==> config.mk <==
export PLATFORM = sky130hd
export DESIGN_NAME = tws_slave_port
export DESIGN_NICKNAME = d
export VERILOG_FILES = /design/src/tws_pkg.sv /design/src/tws_stream_if.sv /design/src/tws_skid_buf.sv /design/src/tws_slave_port.sv /design/src/tws_sync.sv
export VERILOG_INCLUDE_DIRS = /design/src
export SDC_FILE = /design/constraint.sdc
export NUM_CORES = 1
export LEC_CHECK = 0
export BUFFER_PORTS_ARGS = -buffer_cell sky130_fd_sc_hd__clkbuf_2
export CAP_MARGIN = 20
export CORE_ASPECT_RATIO = 1.5
export CORE_MARGIN = 2
export CORE_UTILIZATION = 57
export CTS_CLUSTER_SIZE = 14
export DETAILED_ROUTE_END_ITERATION = 16
export PLACE_DENSITY_LB_ADDON = 0.1
export SYNTH_ARGS = -nofsm -noshare
export SYNTH_HDL_FRONTEND = slang
export SYNTH_SLANG_ARGS = --single-unit
==> constraint.sdc <==
create_clock -name ref_clk -period 2.69 [get_ports ref_clk]
set_input_delay 0.807 -clock ref_clk [delete_from_list [all_inputs] [get_ports ref_clk]]
set_output_delay 0.807 -clock ref_clk [all_outputs]
set_load 0.005 [all_outputs]
==> src/tws_defines.svh <==
// Constants of the two-wire slave port
// Summary of operation
// - Slave only; never drives clock or conditions
// - START: data falls while clock high
// - STOP: data rises while clock high
// - Data changes only while clock low
// - One clock per bit, eight bits, ack
// - Works in standard and fast mode
// - Ack holds data low whole high phase
// - Nonvolatile write busy: refuse every request
// - Master nacks last read byte; release line
// - Write: address then acknowledged data bytes
// - Read: ack address, then transmit bytes
// - Repeated START ends and restarts transfer
// - Unlimited bytes per transfer, master decides
// - Address byte: identifier, address bits, direction
// - Read direction: transmit until STOP or START
// - Recognise conditions, match address in hardware
// - Three address bits select bus address
// - Store command commits registers; bus refused
`ifndef TWS_DEFINES_SVH
`define TWS_DEFINES_SVH
// Address byte field positions
`define TWS_RW_BIT 0
`define TWS_AD_LSB 1
`define TWS_AD_MSB 3
`define TWS_ID_LSB 4
`define TWS_ID_MSB 7
// Arbitrary default identifier
`define TWS_ID_DEFAULT 4'h5
// Store command code
`define TWS_STORE_CMD 8'h3f
// Reference clock and fastest bus rate
`define TWS_REF_KHZ 100000
`define TWS_STD_KHZ 100
`define TWS_FAST_KHZ 400
`define TWS_SCL_MIN_CYC (`TWS_REF_KHZ / `TWS_FAST_KHZ)
`define TWS_BUF_DEPTH 2
`endif

==> src/tws_pkg.sv <==
// Types of the two-wire slave port
package tws_pkg;
  // Serial byte
  typedef logic [7:0] tws_byte_t;
  // Protocol states
  typedef enum logic [2:0] {
    S_IDLE, S_ADDR, S_RX, S_ACK, S_TX, S_TX_ACK, S_IGNORE
  } tws_state_t;
endpackage

==> src/tws_stream_if.sv <==
// Valid/ready stream carrier between the port modules
`timescale 1ns/10ps
interface tws_stream_if #(parameter int DW = 9);
  logic valid; // Word offered
  logic ready; // Word accepted
  logic [DW-1:0] data; // Word
  modport src (output valid, output data, input ready);
  modport snk (input valid, input data, output ready);
endinterface // tws_stream_if

==> src/tws_skid_buf.sv <==
// Two-entry buffer on the received-byte path
`timescale 1ns/10ps
module tws_skid_buf #(
  parameter int DW = 9,
  parameter int DEPTH = 2
) (
  input wire logic ref_clk, // System clock
  input wire logic rst_b, // Async reset, active low
  tws_stream_if.snk in_if, // Filling side
  output logic out_valid, // Word available
  input wire logic out_ready, // Drain accepts
  output logic [DW-1:0] out_data // Oldest word
);
  import tws_pkg::*;
  localparam int AW = (DEPTH > 1) ? $clog2(DEPTH) : 1;
  if (DEPTH < 2 || (DEPTH & (DEPTH - 1)) != 0 || DW < 1) begin : g_chk
    $error("tws_skid_buf: DEPTH must be a power of two >= 2");
  end
  logic [DW-1:0] mem_q [DEPTH]; // Storage
  logic [AW-1:0] wr_q; // Write pointer
  logic [AW-1:0] rd_q; // Read pointer
  logic [AW:0] cnt_q; // Fill level
  logic push; // Write fires
  logic pop; // Read fires
  // Full refuses, so the core nacks instead of losing bytes
  assign in_if.ready = (cnt_q != (AW+1)'(DEPTH));
  assign out_valid = (cnt_q != '0);
  assign out_data = mem_q[rd_q];
  assign push = in_if.valid & in_if.ready;
  assign pop = out_valid & out_ready;
  // Storage write
  always_ff @(posedge ref_clk) begin
    if (push) begin
      mem_q[wr_q] <= in_if.data;
    end
  end
  // Pointers and level
  always_ff @(posedge ref_clk or negedge rst_b) begin
    if (!rst_b) begin
      wr_q <= '0;
      rd_q <= '0;
      cnt_q <= '0;
    end else begin
      if (push) begin
        wr_q <= wr_q + 1'b1;
      end
      if (pop) begin
        rd_q <= rd_q + 1'b1;
      end
      cnt_q <= cnt_q + (AW+1)'(push) - (AW+1)'(pop);
    end
  end
  property p_full_refuses;
    @(posedge ref_clk) disable iff (!rst_b)
      (cnt_q == (AW+1)'(DEPTH)) |-> !in_if.ready && (wr_q == rd_q);
  endproperty
  a_full_refuses: assert property (p_full_refuses) else $error("buffer full but ready");
endmodule // tws_skid_buf

==> src/tws_slave_port.sv <==
// Two-wire slave port: condition detection, address match, byte transfer
`timescale 1ns/10ps
`include "tws_defines.svh"
module tws_slave_port #(
  parameter logic [3:0] DEV_ID = `TWS_ID_DEFAULT // Arbitrary identifier value
) (
  input wire logic ref_clk, // System clock, 100 MHz
  input wire logic rst_b, // Async reset, active low
  input wire logic scl_in, // Bus clock pin level
  input wire logic sda_in, // Bus data pin level
  output logic sda_out, // Data drive level, always low
  output logic sda_oe, // High while pulling data low
  input wire logic [2:0] bus_address_select_bits, // Device address bits
  input wire logic deferred_store_select, // Writes held until store
  input wire logic nv_busy, // Nonvolatile write in progress
  output logic commit_to_nonvolatile_command, // Store pulse
  output logic rx_valid, // Received byte available
  input wire logic rx_ready, // Received byte taken
  output logic [7:0] rx_data, // Received byte
  output logic rx_first, // Byte is first after address
  input wire logic tx_valid, // Read byte offered
  input wire tws_pkg::tws_byte_t tx_data, // Read byte
  output logic tx_ready, // Read byte taken this cycle
  output logic link_active // Transfer in progress
);
  import tws_pkg::*;

  // ----------------------------------------
  // Elaboration checks
  // ----------------------------------------
  // fast mode sampling margin
  // Fast mode needs enough samples per bus clock
  if (`TWS_SCL_MIN_CYC < 16) begin : g_chk
    $error("tws_slave_port: reference clock too slow");
  end

  // ----------------------------------------
  // Declarations
  // ----------------------------------------
  logic scl_s; // Synchronised clock line
  logic sda_s; // Synchronised data line
  logic scl_p_q; // Clock line one cycle back
  logic sda_p_q; // Data line one cycle back
  logic scl_rise; // Clock rising edge
  logic scl_fall; // Clock falling edge
  logic start_det; // START or repeated START
  logic stop_det; // STOP
  tws_state_t state_q; // Protocol state
  logic [2:0] cnt_q; // Bit counter
  logic full_q; // Eight bits shifted in
  logic [7:0] sh_q; // Receive shift register
  logic rw_q; // Direction, high for read
  logic first_q; // Next data byte is first
  logic mack_q; // Master acknowledged
  logic [7:0] tx_sh_q; // Transmit shift register
  logic sda_oe_q; // Data pull-down enable
  logic commit_q; // Store command pulse
  logic dec; // Ninth-bit decision edge
  logic addr_match; // Address byte is ours
  logic addr_ack; // Address accepted
  logic rx_fire; // Data byte pushed and acked
  logic tx_take; // Next read byte loaded
  logic [1:0] pins; // Pin bundle

  // Stream into the buffer
  tws_stream_if #(.DW(9)) rx_if ();

  // ----------------------------------------
  // Pin synchronisers
  // ----------------------------------------
  assign pins = {scl_in, sda_in};

  tws_sync #(.W(2)) u_sync (
    .ref_clk(ref_clk),
    .rst_b(rst_b),
    .async_in(pins),
    .sync_out({scl_s, sda_s})
  );

  // Delayed copies for edge finding
  always_ff @(posedge ref_clk or negedge rst_b) begin
    if (!rst_b) begin
      scl_p_q <= 1'b1;
      sda_p_q <= 1'b1;
    end else begin
      scl_p_q <= scl_s;
      sda_p_q <= sda_s;
    end
  end

  // ----------------------------------------
  // Edge and condition detection
  // ----------------------------------------
  assign scl_rise = scl_s & ~scl_p_q;
  assign scl_fall = ~scl_s & scl_p_q;
  assign start_det = scl_s & scl_p_q & sda_p_q & ~sda_s;
  assign stop_det = scl_s & scl_p_q & ~sda_p_q & sda_s;

  // ----------------------------------------
  // Decisions
  // ----------------------------------------
  // identifier and address bits, not direction
  assign addr_match = (sh_q[`TWS_ID_MSB:`TWS_ID_LSB] == DEV_ID) &&
                      (sh_q[`TWS_AD_MSB:`TWS_AD_LSB] == bus_address_select_bits);
  // Decision on the fall that ends the eighth bit
  assign dec = scl_fall & full_q & ((state_q == S_ADDR) | (state_q == S_RX));
  assign addr_ack = addr_match & ~nv_busy;
  // data byte pushed only when room and not busy
  assign rx_if.valid = dec & (state_q == S_RX) & ~nv_busy;
  assign rx_if.data = {first_q, sh_q};
  assign rx_fire = rx_if.valid & rx_if.ready;
  // load next read byte after ack
  assign tx_take = scl_fall & tx_valid &
                   (((state_q == S_ACK) & rw_q) | ((state_q == S_TX_ACK) & mack_q));
  assign tx_ready = tx_take;

  // ----------------------------------------
  // Protocol state
  // ----------------------------------------
  // Conditions override every state
  always_ff @(posedge ref_clk or negedge rst_b) begin
    if (!rst_b) begin
      state_q <= S_IDLE;
    end else if (start_det) begin
      state_q <= S_ADDR;
    end else if (stop_det) begin
      state_q <= S_IDLE;
    end else begin
      unique case (state_q)
        S_IDLE, S_IGNORE: begin
          // Wait for next START
          state_q <= state_q;
        end
        S_ADDR: begin
          if (dec) begin
            state_q <= addr_ack ? S_ACK : S_IGNORE;
          end
        end
        S_RX: begin
          // leaves RX on the eighth-bit decision, to ACK if pushed
          if (dec) begin
            state_q <= rx_fire ? S_ACK : S_IGNORE;
          end
        end
        S_ACK: begin
          if (scl_fall) begin
            if (rw_q) begin
              state_q <= tx_take ? S_TX : S_IGNORE;
            end else begin
              state_q <= S_RX;
            end
          end
        end
        S_TX: begin
          if (scl_fall && cnt_q == 3'd7) begin
            state_q <= S_TX_ACK;
          end
        end
        S_TX_ACK: begin
          if (scl_fall) begin
            state_q <= tx_take ? S_TX : S_IGNORE;
          end
        end
      endcase
    end
  end

  // ----------------------------------------
  // Bit counting
  // ----------------------------------------
  // eight bits then a ninth
  always_ff @(posedge ref_clk or negedge rst_b) begin
    if (!rst_b) begin
      cnt_q <= 3'h0;
      full_q <= 1'b0;
    end else if (start_det) begin
      cnt_q <= 3'h0;
      full_q <= 1'b0;
    end else if (scl_rise && (state_q == S_ADDR || state_q == S_RX)) begin
      // Counter wraps to zero on the eighth bit
      cnt_q <= cnt_q + 3'h1;
      full_q <= (cnt_q == 3'd7);
    end else if (dec) begin
      full_q <= 1'b0;
    end else if (scl_fall && state_q == S_ACK) begin
      cnt_q <= 3'h0;
    end else if (scl_fall && state_q == S_TX) begin
      cnt_q <= cnt_q + 3'h1;
    end
  end

  // Receive shift, data sampled on the rising clock
  always_ff @(posedge ref_clk or negedge rst_b) begin
    if (!rst_b) begin
      sh_q <= 8'h00;
    end else if (scl_rise && (state_q == S_ADDR || state_q == S_RX)) begin
      sh_q <= {sh_q[6:0], sda_s};
    end
  end

  // Direction and first-byte marker
  always_ff @(posedge ref_clk or negedge rst_b) begin
    if (!rst_b) begin
      rw_q <= 1'b0;
      first_q <= 1'b0;
    end else if (start_det) begin
      first_q <= 1'b0;
    end else if (dec && state_q == S_ADDR) begin
      rw_q <= sh_q[`TWS_RW_BIT];
      first_q <= 1'b1;
    end else if (rx_fire) begin
      first_q <= 1'b0;
    end
  end

  // Master acknowledge sampled on the ninth rising clock
  always_ff @(posedge ref_clk or negedge rst_b) begin
    if (!rst_b) begin
      mack_q <= 1'b0;
    end else if (scl_rise && state_q == S_TX_ACK) begin
      mack_q <= ~sda_s;
    end
  end

  // Transmit shift, next bit presented on each falling clock
  always_ff @(posedge ref_clk or negedge rst_b) begin
    if (!rst_b) begin
      tx_sh_q <= 8'h00;
    end else if (tx_take) begin
      tx_sh_q <= tx_data;
    end else if (scl_fall && state_q == S_TX) begin
      tx_sh_q <= {tx_sh_q[6:0], 1'b0};
    end
  end

  // ----------------------------------------
  // Data line drive
  // ----------------------------------------
  // drive changes on falling clock, or clears on START or STOP
  always_ff @(posedge ref_clk or negedge rst_b) begin
    if (!rst_b) begin
      sda_oe_q <= 1'b0;
    end else if (start_det || stop_det) begin
      sda_oe_q <= 1'b0;
    end else if (dec) begin
      // pull low through the ninth pulse
      sda_oe_q <= (state_q == S_ADDR) ? addr_ack : rx_fire;
    end else if (scl_fall) begin
      unique case (state_q)
        S_ACK, S_TX_ACK: begin
          // Zero bits pull, one bits release
          sda_oe_q <= tx_take & ~tx_data[7];
        end
        S_TX: begin
          sda_oe_q <= (cnt_q == 3'd7) ? 1'b0 : ~tx_sh_q[6];
        end
        default: begin
          sda_oe_q <= 1'b0;
        end
      endcase
    end
  end

  // open-drain data only, no clock drive
  assign sda_out = 1'b0;
  assign sda_oe = sda_oe_q;
  assign link_active = (state_q != S_IDLE);

  // ----------------------------------------
  // Store command
  // ----------------------------------------
  // first data byte may be the store command
  always_ff @(posedge ref_clk or negedge rst_b) begin
    if (!rst_b) begin
      commit_q <= 1'b0;
    end else begin
      commit_q <= rx_fire & first_q & deferred_store_select & (sh_q == `TWS_STORE_CMD);
    end
  end
  assign commit_to_nonvolatile_command = commit_q;

  // ----------------------------------------
  // Received-byte buffer
  // ----------------------------------------
  tws_skid_buf #(.DW(9), .DEPTH(`TWS_BUF_DEPTH)) u_buf (
    .ref_clk(ref_clk),
    .rst_b(rst_b),
    .in_if(rx_if),
    .out_valid(rx_valid),
    .out_ready(rx_ready),
    .out_data({rx_first, rx_data})
  );

  // ----------------------------------------
  // Checks
  // ----------------------------------------
  property p_drive_clock_low;
    @(posedge ref_clk) disable iff (!rst_b)
      $changed(sda_oe_q) |-> (!scl_s || $past(start_det) || $past(stop_det));
  endproperty
  a_drive_clock_low: assert property (p_drive_clock_low) else $error("data drive changed with clock high");

  property p_start_addr;
    @(posedge ref_clk) disable iff (!rst_b)
      start_det |=> (state_q == S_ADDR) && (cnt_q == 3'h0) && !sda_oe_q;
  endproperty
  a_start_addr: assert property (p_start_addr) else $error("start not taken");

  property p_stop_idle;
    @(posedge ref_clk) disable iff (!rst_b)
      (stop_det && !start_det) |=> (state_q == S_IDLE) && !sda_oe_q;
  endproperty
  a_stop_idle: assert property (p_stop_idle) else $error("stop not taken");

  property p_busy_nack;
    @(posedge ref_clk) disable iff (!rst_b)
      (dec && nv_busy) |=> !sda_oe_q && (state_q == S_IGNORE);
  endproperty
  a_busy_nack: assert property (p_busy_nack) else $error("busy request acknowledged");

  property p_ack_held;
    @(posedge ref_clk) disable iff (!rst_b)
      (state_q == S_ACK) |-> sda_oe_q;
  endproperty
  a_ack_held: assert property (p_ack_held) else $error("ack not driven");

  property p_release_mack;
    @(posedge ref_clk) disable iff (!rst_b)
      (state_q == S_TX_ACK) |-> !sda_oe_q;
  endproperty
  a_release_mack: assert property (p_release_mack) else $error("line held in master ack");

  property p_wrong_addr;
    @(posedge ref_clk) disable iff (!rst_b)
      (dec && state_q == S_ADDR && !addr_match) |=> (state_q == S_IGNORE) ##1 !sda_oe_q;
  endproperty
  a_wrong_addr: assert property (p_wrong_addr) else $error("foreign address acknowledged");

  property p_tx_bit;
    @(posedge ref_clk) disable iff (!rst_b)
      (state_q == S_TX && $stable(state_q) && !scl_fall) |-> (sda_oe_q == ~tx_sh_q[7]);
  endproperty
  a_tx_bit: assert property (p_tx_bit) else $error("transmit bit wrong");

  property p_commit_pulse;
    @(posedge ref_clk) disable iff (!rst_b)
      commit_q |-> $past(deferred_store_select) ##1 !commit_q;
  endproperty
  a_commit_pulse: assert property (p_commit_pulse) else $error("store pulse wrong");
endmodule // tws_slave_port

==> src/tws_sync.sv <==
// Two-stage synchroniser for pin levels
`timescale 1ns/10ps
module tws_sync #(
  parameter int W = 2
) (
  input wire logic ref_clk, // System clock
  input wire logic rst_b, // Async reset, active low
  input wire logic [W-1:0] async_in, // Pin levels
  output logic [W-1:0] sync_out // Synchronised levels
);
  logic [W-1:0] meta_q; // First stage, read only by second
  // ----------------------------------------
  // Two flops
  // ----------------------------------------
  // Released bus idles high, so reset to ones
  always_ff @(posedge ref_clk or negedge rst_b) begin
    if (!rst_b) begin
      meta_q <= '1;
      sync_out <= '1;
    end else begin
      meta_q <= async_in;
      sync_out <= meta_q;
    end
  end
endmodule // tws_sync
======== Yosys cells after proc, flatten, opt, wreduce, memory -nomap -nowiden ========
Memories as Yosys holds them, arrays and structs flattened.
Cells that the tools add are included.
operators by class
  add/subtract/negate cells ............... 5
  equal/unequal tests ..................... 18
  muxes and demuxes ....................... 33
  bitwise operators ....................... 32
  reduce and logical (&&, ||, !) cells .... 22
operators with widths
  cell                                                   count
  2-to-1 mux 3 bit                                       15
  bitwise AND 1 bit                                      22
  inequality test 4 bit, second input constant           5
  one-hot mux 3 bit (5 select lines)                     1
  2-to-1 mux 7 bit                                       2
  2-to-1 mux 1 bit                                       13
  equality test 3 bit, second input constant             4
  nonzero test 3 bit                                     4
  equality test 8 x 6 -> 1 bit, second input constant    1
  NOT 1 bit                                              8
  logical AND 1 bit                                      7
  equality test 3 x 2 -> 1 bit, second input constant    2
  AND reduction 6 bit                                    1
  equality test 4 x 3 -> 1 bit, second input constant    1
  AND reduction 2 bit                                    2
  nonzero test 2 bit                                     2
  nonzero test 4 bit                                     1
  OR reduction 2 bit                                     2
  adder 3 x 1 -> 3 bit, second input constant            1
  equality test 3 x 1 -> 1 bit, second input constant    1
  equality test 3 bit                                    1
  zero test 3 bit                                        1
  inequality test 3 x 2 -> 1 bit, second input constant  1
  inequality test 3 bit, second input constant           1
  other kinds (8)                                        11
storage, ports and cells
  register bits ........................... 37
  RAM bits ................................ 18
  output and inout port bits .............. 15
  word-level logic and storage cells ...... 128
  memories ................................ 1
memory list
  name         words  bits a word  rd ports  clocked after memory_dff  wr ports  RTL line            source
  u_buf.mem_q  2      9            1         0                         1         tws_skid_buf.sv:19  logic [DW-1:0] mem_q [DEPTH];

======== Longest topological paths before layout ========
  depth after elaboration ................. 12
  depth in mapped cells ................... 7
  mapped depth without buffers ............ 7

======== Modules after synthesis ========
From an unflattened synthesis, not the netlist that was laid out.
unflattened totals
  cells, all modules ...................... 209
  area, all modules ....................... 2633.8 um^2
by module, submodules not included
  module          times used  cells an instance  area an instance (um^2)  seq. area each (um^2)
  tws_slave_port  1           157                1659.1                   728.2
  tws_skid_buf    1           48                 869.6                    640.6
  tws_sync        1           4                  105.1                    105.1

======== Worst setup path after synthesis ========
Ideal clock, no wire load.
  path kind ............................... input to register
  start point ............................. input nv_busy
  end point ............................... memory u_buf.mem_q[0][0], enable pin
  data arrival time ....................... 1.699 ns
  required time ........................... 2.316 ns
  path slack .............................. 0.617 ns
  stages on the path ...................... 3
  path buffers ............................ 0
  cell sequence ........................... a2111oi_4 -> nand2_4 -> nor2_1
between the ends
  longest elaborated chain between the ends .. 5
ends and longest elaborated chain
  element                                 RTL line               source
  start, declared                         tws_slave_port.sv:15   input wire logic nv_busy,
  NOT 1 bit                               tws_slave_port.sv:109  assign rx_if.valid = dec & (state_q == S_RX) & ~nv_busy;
  bitwise AND 1 bit                       tws_slave_port.sv:109
  bitwise AND 1 bit                       tws_skid_buf.sv:29     assign push = in_if.valid & in_if.ready;
  2-to-1 mux 1 bit                        tws_skid_buf.sv:33     if (push) begin
  2-to-1 mux 1 bit (implied by the code)  tws_skid_buf.sv:34     mem_q[wr_q] <= in_if.data;
  end, declared                           tws_skid_buf.sv:19
No other way between the ends.

======== Worst setup path in the final report ========
  start point ............................. register state_q[1]
  end point ............................... output tx_ready
between the ends
  longest elaborated chain between the ends .. 4
ends and longest elaborated chain
  element                                                              RTL line               source
  start, declared                                                      tws_slave_port.sv:48   tws_state_t state_q;
  start signal, assigned                                               tws_slave_port.sv:132  state_q <= state_q;
  start signal, assigned                                               tws_slave_port.sv:136  state_q <= addr_ack ? S_ACK : S_IGNORE;
  start signal, assigned                                               tws_slave_port.sv:142  state_q <= rx_fire ? S_ACK : S_IGNORE;
  equality test 3 x 2 -> 1 bit or equality test 3 bit (tied branches)  tws_slave_port.sv:114  (((state_q == S_ACK) & rw_q) | ((state_q == S_TX_ACK) & mack_q));
  bitwise AND 1 bit                                                    tws_slave_port.sv:114
  OR 1 bit (*)                                                         tws_slave_port.sv:114
  bitwise AND 1 bit (*)                                                tws_slave_port.sv:113  assign tx_take = scl_fall & tx_valid &
  end, declared                                                        tws_slave_port.sv:23   output logic tx_ready,
Every way passes the cells marked *; elsewhere a longest branch is shown, timed or not.

==> results.md <==
- Overall Global Routing Usage: 21.17%
- Library cells used by synthesis: 49
- Slowest cell on the critical path: dfrtp_1
- Startpoint Class: flip-flop
- Core Area: 0.004245 mm²
- Top-count cell post-synth: nand2_1
- Share of the synthesized area in the top cell type: 30.60%
- Worst r2r src: scl_p_q
- Crit Path Max Fanout: 13
- Combinational share of power: 21.9%
- NetSw: between 0.0007 and 0.0008 W
- Fin. Hold Viols: 0
- Die area: between 0.005 and 0.006 mm²
- Post-Syn Instances: 219
- Max Cap Viol: 0
- GRT Residual Overflow: 0
- Post-cts hold buffer count: 0
- Clock Path Buffers: 2
- Final setup violation count: 0
- Register Area: 0.001474 mm²
- Sequential area share after synthesis: 58.14%
- Via count: 1729
- Worst-path clk slew: 0.10 ns
- Syn Area/Cell: 11.58 µm²
- CTS tree: yes
- Post-CTS resize count: 0
- Delay-heaviest family, CP: flip-flops
- Multi-input logic area: 984.7 µm²
- Initial drt markers: 56
- Crit path arrival time: 1.45 ns
- DP Wirelength: ~3.5 mm
- Sw frac: 31.55%
- ANT cells: 0
- Peak Freq: 0.4439 GHz
- Vias/cell: 5.744
- RSZ-0062 raised after global routing: false
- Ys async rst share: 67.27%
- Fin crit period: ~2.3 ns
- Total nets after synthesis: 242
- Synthesis warning total: 0
- First-pass DRT Iterations: 4
- Number of global-route vias before repair: ~1700
- Synth area leader: dfrtp_1
- Share of layout cells above drive strength 1: between 20% and 30%
- Final worst path period share: 83.75%
- Final Util: 67.34%
- Placer congestion estimate: 0.9181
- Netlist Area Pre-Place: 0.002535 mm²
- Post-synth EDFFs: 18
- Antenna Nets Post-Route: 0
- Buffers & Inverters on Critical Path: 1
- Number of nets in the layout: 277
- Initial antenna violation count: 0
- Pins Over Slew Limit: 0
- Int Power: 0.001572 W
- Crit path kind: flip-flop to primary output
- CTS Buf Count: 5
- Layout area overhead: 12.78%
- Final worst-path setup slack: 0.4373 ns
- DR WL/cell: 15.67 µm
- Setup bufs post-CTS: 0
- Crit-path max cell delay: 0.55 ns
- Largest cells by area after synthesis: dfrtp_1 (31%), edfxtp_1 (21%), nand2_1 (7.1%)
- Power per standard cell area: 803.1 mW/mm²
- FF+latch count, synth: 55
- Flop pwr share: 53.1%
- Dominant synthesized flop cell: dfrtp_1
- DP Worst Slack: 0.5499 ns
- Worst EP required: 1.88 ns
- CP Cell Sequence: nand3b_1 -> a21oi_1 -> clkbuf_2
- Critical R2R Capture: u_buf.mem_q[0][8]
- I/O Buffers: 32
- Largest net degree at the start of global routing: 26
- R2R cell count: 5
- Initial core utilization: 59.71%
- CTS Root Cell: clkbuf_8
- DRC: 0
- Hold Path Stages: 0
- Hold_sp: u_sync.meta_q[1]
- Clock Skew: 0.008265 ns
- IO Pins: 34
- R2R Setup Slk: 0.78 ns
- Worst Hold Class: flip-flop to flip-flop
- Worst Hold End: u_sync.sync_out[1]
- Num Clock Sinks: 55
- Clock power frac: between 20% and 30%
- First-pass GRT wire length: 7.928 mm
- VDD IR max: 0.7050 mV
- Final wirelength: 4.716 mm
- Setup TNS Final: 0 ns
- Top cells by count, synth: nand2_1 (48), dfrtp_1 (31), edfxtp_1 (18)
- Die span in y: 85.68 µm
- H-tree depth: 2
- Fill count: 320
- CP Capture Type: primary output
- LEAKAGE: approximately 1.3 nW
- Die width: between 50 and 60 µm
- Clock Latency Late Sink: 0.31 ns
- Rows: 29
- Status: finished, final reports clean
[stage by stage]
step / instances / hold slack (ns) / cell area, µm² / total power, W
2_1_floorplan: 219 / 0.3452 / 2535 / 0.001554
3_3_place_gp: 293 / 0.3460 / 2740 / 0.001727
3_5_place_dp: 293 / 0.3485 / 2740 / 0.001748
4_1_cts: 301 / 0.3635 / 2859 / 0.002318
5_1_grt: 301 / 0.3549 / 2859 / 0.002436
6_report: 301 / 0.3669 / 2859 / 0.002296
[layout make-up]
class	instances	area share (%)
clock buffer	5	2.407
clock inverter	3	1.751
inverter	7	0.9190
multi-input combinational	148	34.44
sequential	55	51.55
tap	46	2.013
timing repair buffer	37	6.915
[power by group through the flow]
stage | clock [W] | combinational (W) | sequential (W)
after detailed placement | 0 | 0.000511 | 0.00124
after global routing | 0.000614 | 0.000574 | 0.00125
final | 0.000574 | 0.000504 | 0.00122
after CTS | 0.000584 | 0.000513 | 0.00122
after floorplan | 0 | 0.000400 | 0.00115
after global placement | 0 | 0.000496 | 0.00123
[metal layers]
layer	up-vias	wire length, µm	global-route usage [%]
met3	10	165	4.827
met4	0	145	10.36
met1	840	1833	24.54
li1	834	-	-
met5	-	0	0
met2	45	2572	36.06
[worst reg2reg max path: stages, from the launching register on]
cell and delay, ns:
dfstp_2 0.64, nand3b_4 0.12, a2111oi_4 0.44, nand2_4 0.13, nor2_1 0.11, buf_4 0.19
[worst max path at each step]
stage	startpoint	end	slack, ns	cells after the start
3_3_place_gp	tx_valid	tx_ready	0.56	4
3_5_place_dp	tx_valid	tx_ready	0.55	4
5_1_grt	state_q[1]	tx_ready	0.38	3
2_1_floorplan	nv_busy	u_buf.mem_q[0][0]	0.62	3
6_report	state_q[1]	tx_ready	0.44	3
4_1_cts	u_buf.rd_q	rx_data[6]	0.44	2
[kinds of logic after synthesis]
group / share of synthesized area (%)
AO/OA/AOI/OAI: 9.725
XOR/XNOR: 3.455
adder cells (fa/ha/maj): 1.974
buffers and inverters: 3.011
flip-flops: 58.14
multiplexers: 5.232
other: 0.1479
AND/OR/NAND/NOR: 18.31
[flip-flops by register name, indices dropped and copies added (netlist names), 2 cells and up]
name / count
u_buf.mem_q: 18
sh_q: 8
tx_sh_q: 7
cnt_q: 3
state_q: 3
u_buf.cnt_q: 2
u_sync.meta_q: 2
u_sync.sync_out: 2
[cells in the final DEF, fill, tap and decap left out, types with 5 or more instances in the layout]
master	count
nor2_1	13
buf_4	5
clkbuf_2	32
a22oi_1	6
edfxtp_1	18
mux2_2	10
dfrtp_1	31
nand2b_1	6
clkbuf_8	5
xnor2_1	8
dfstp_2	6
inv_1	7
nand2_1	48
Power figures use the tool's default switching activity.
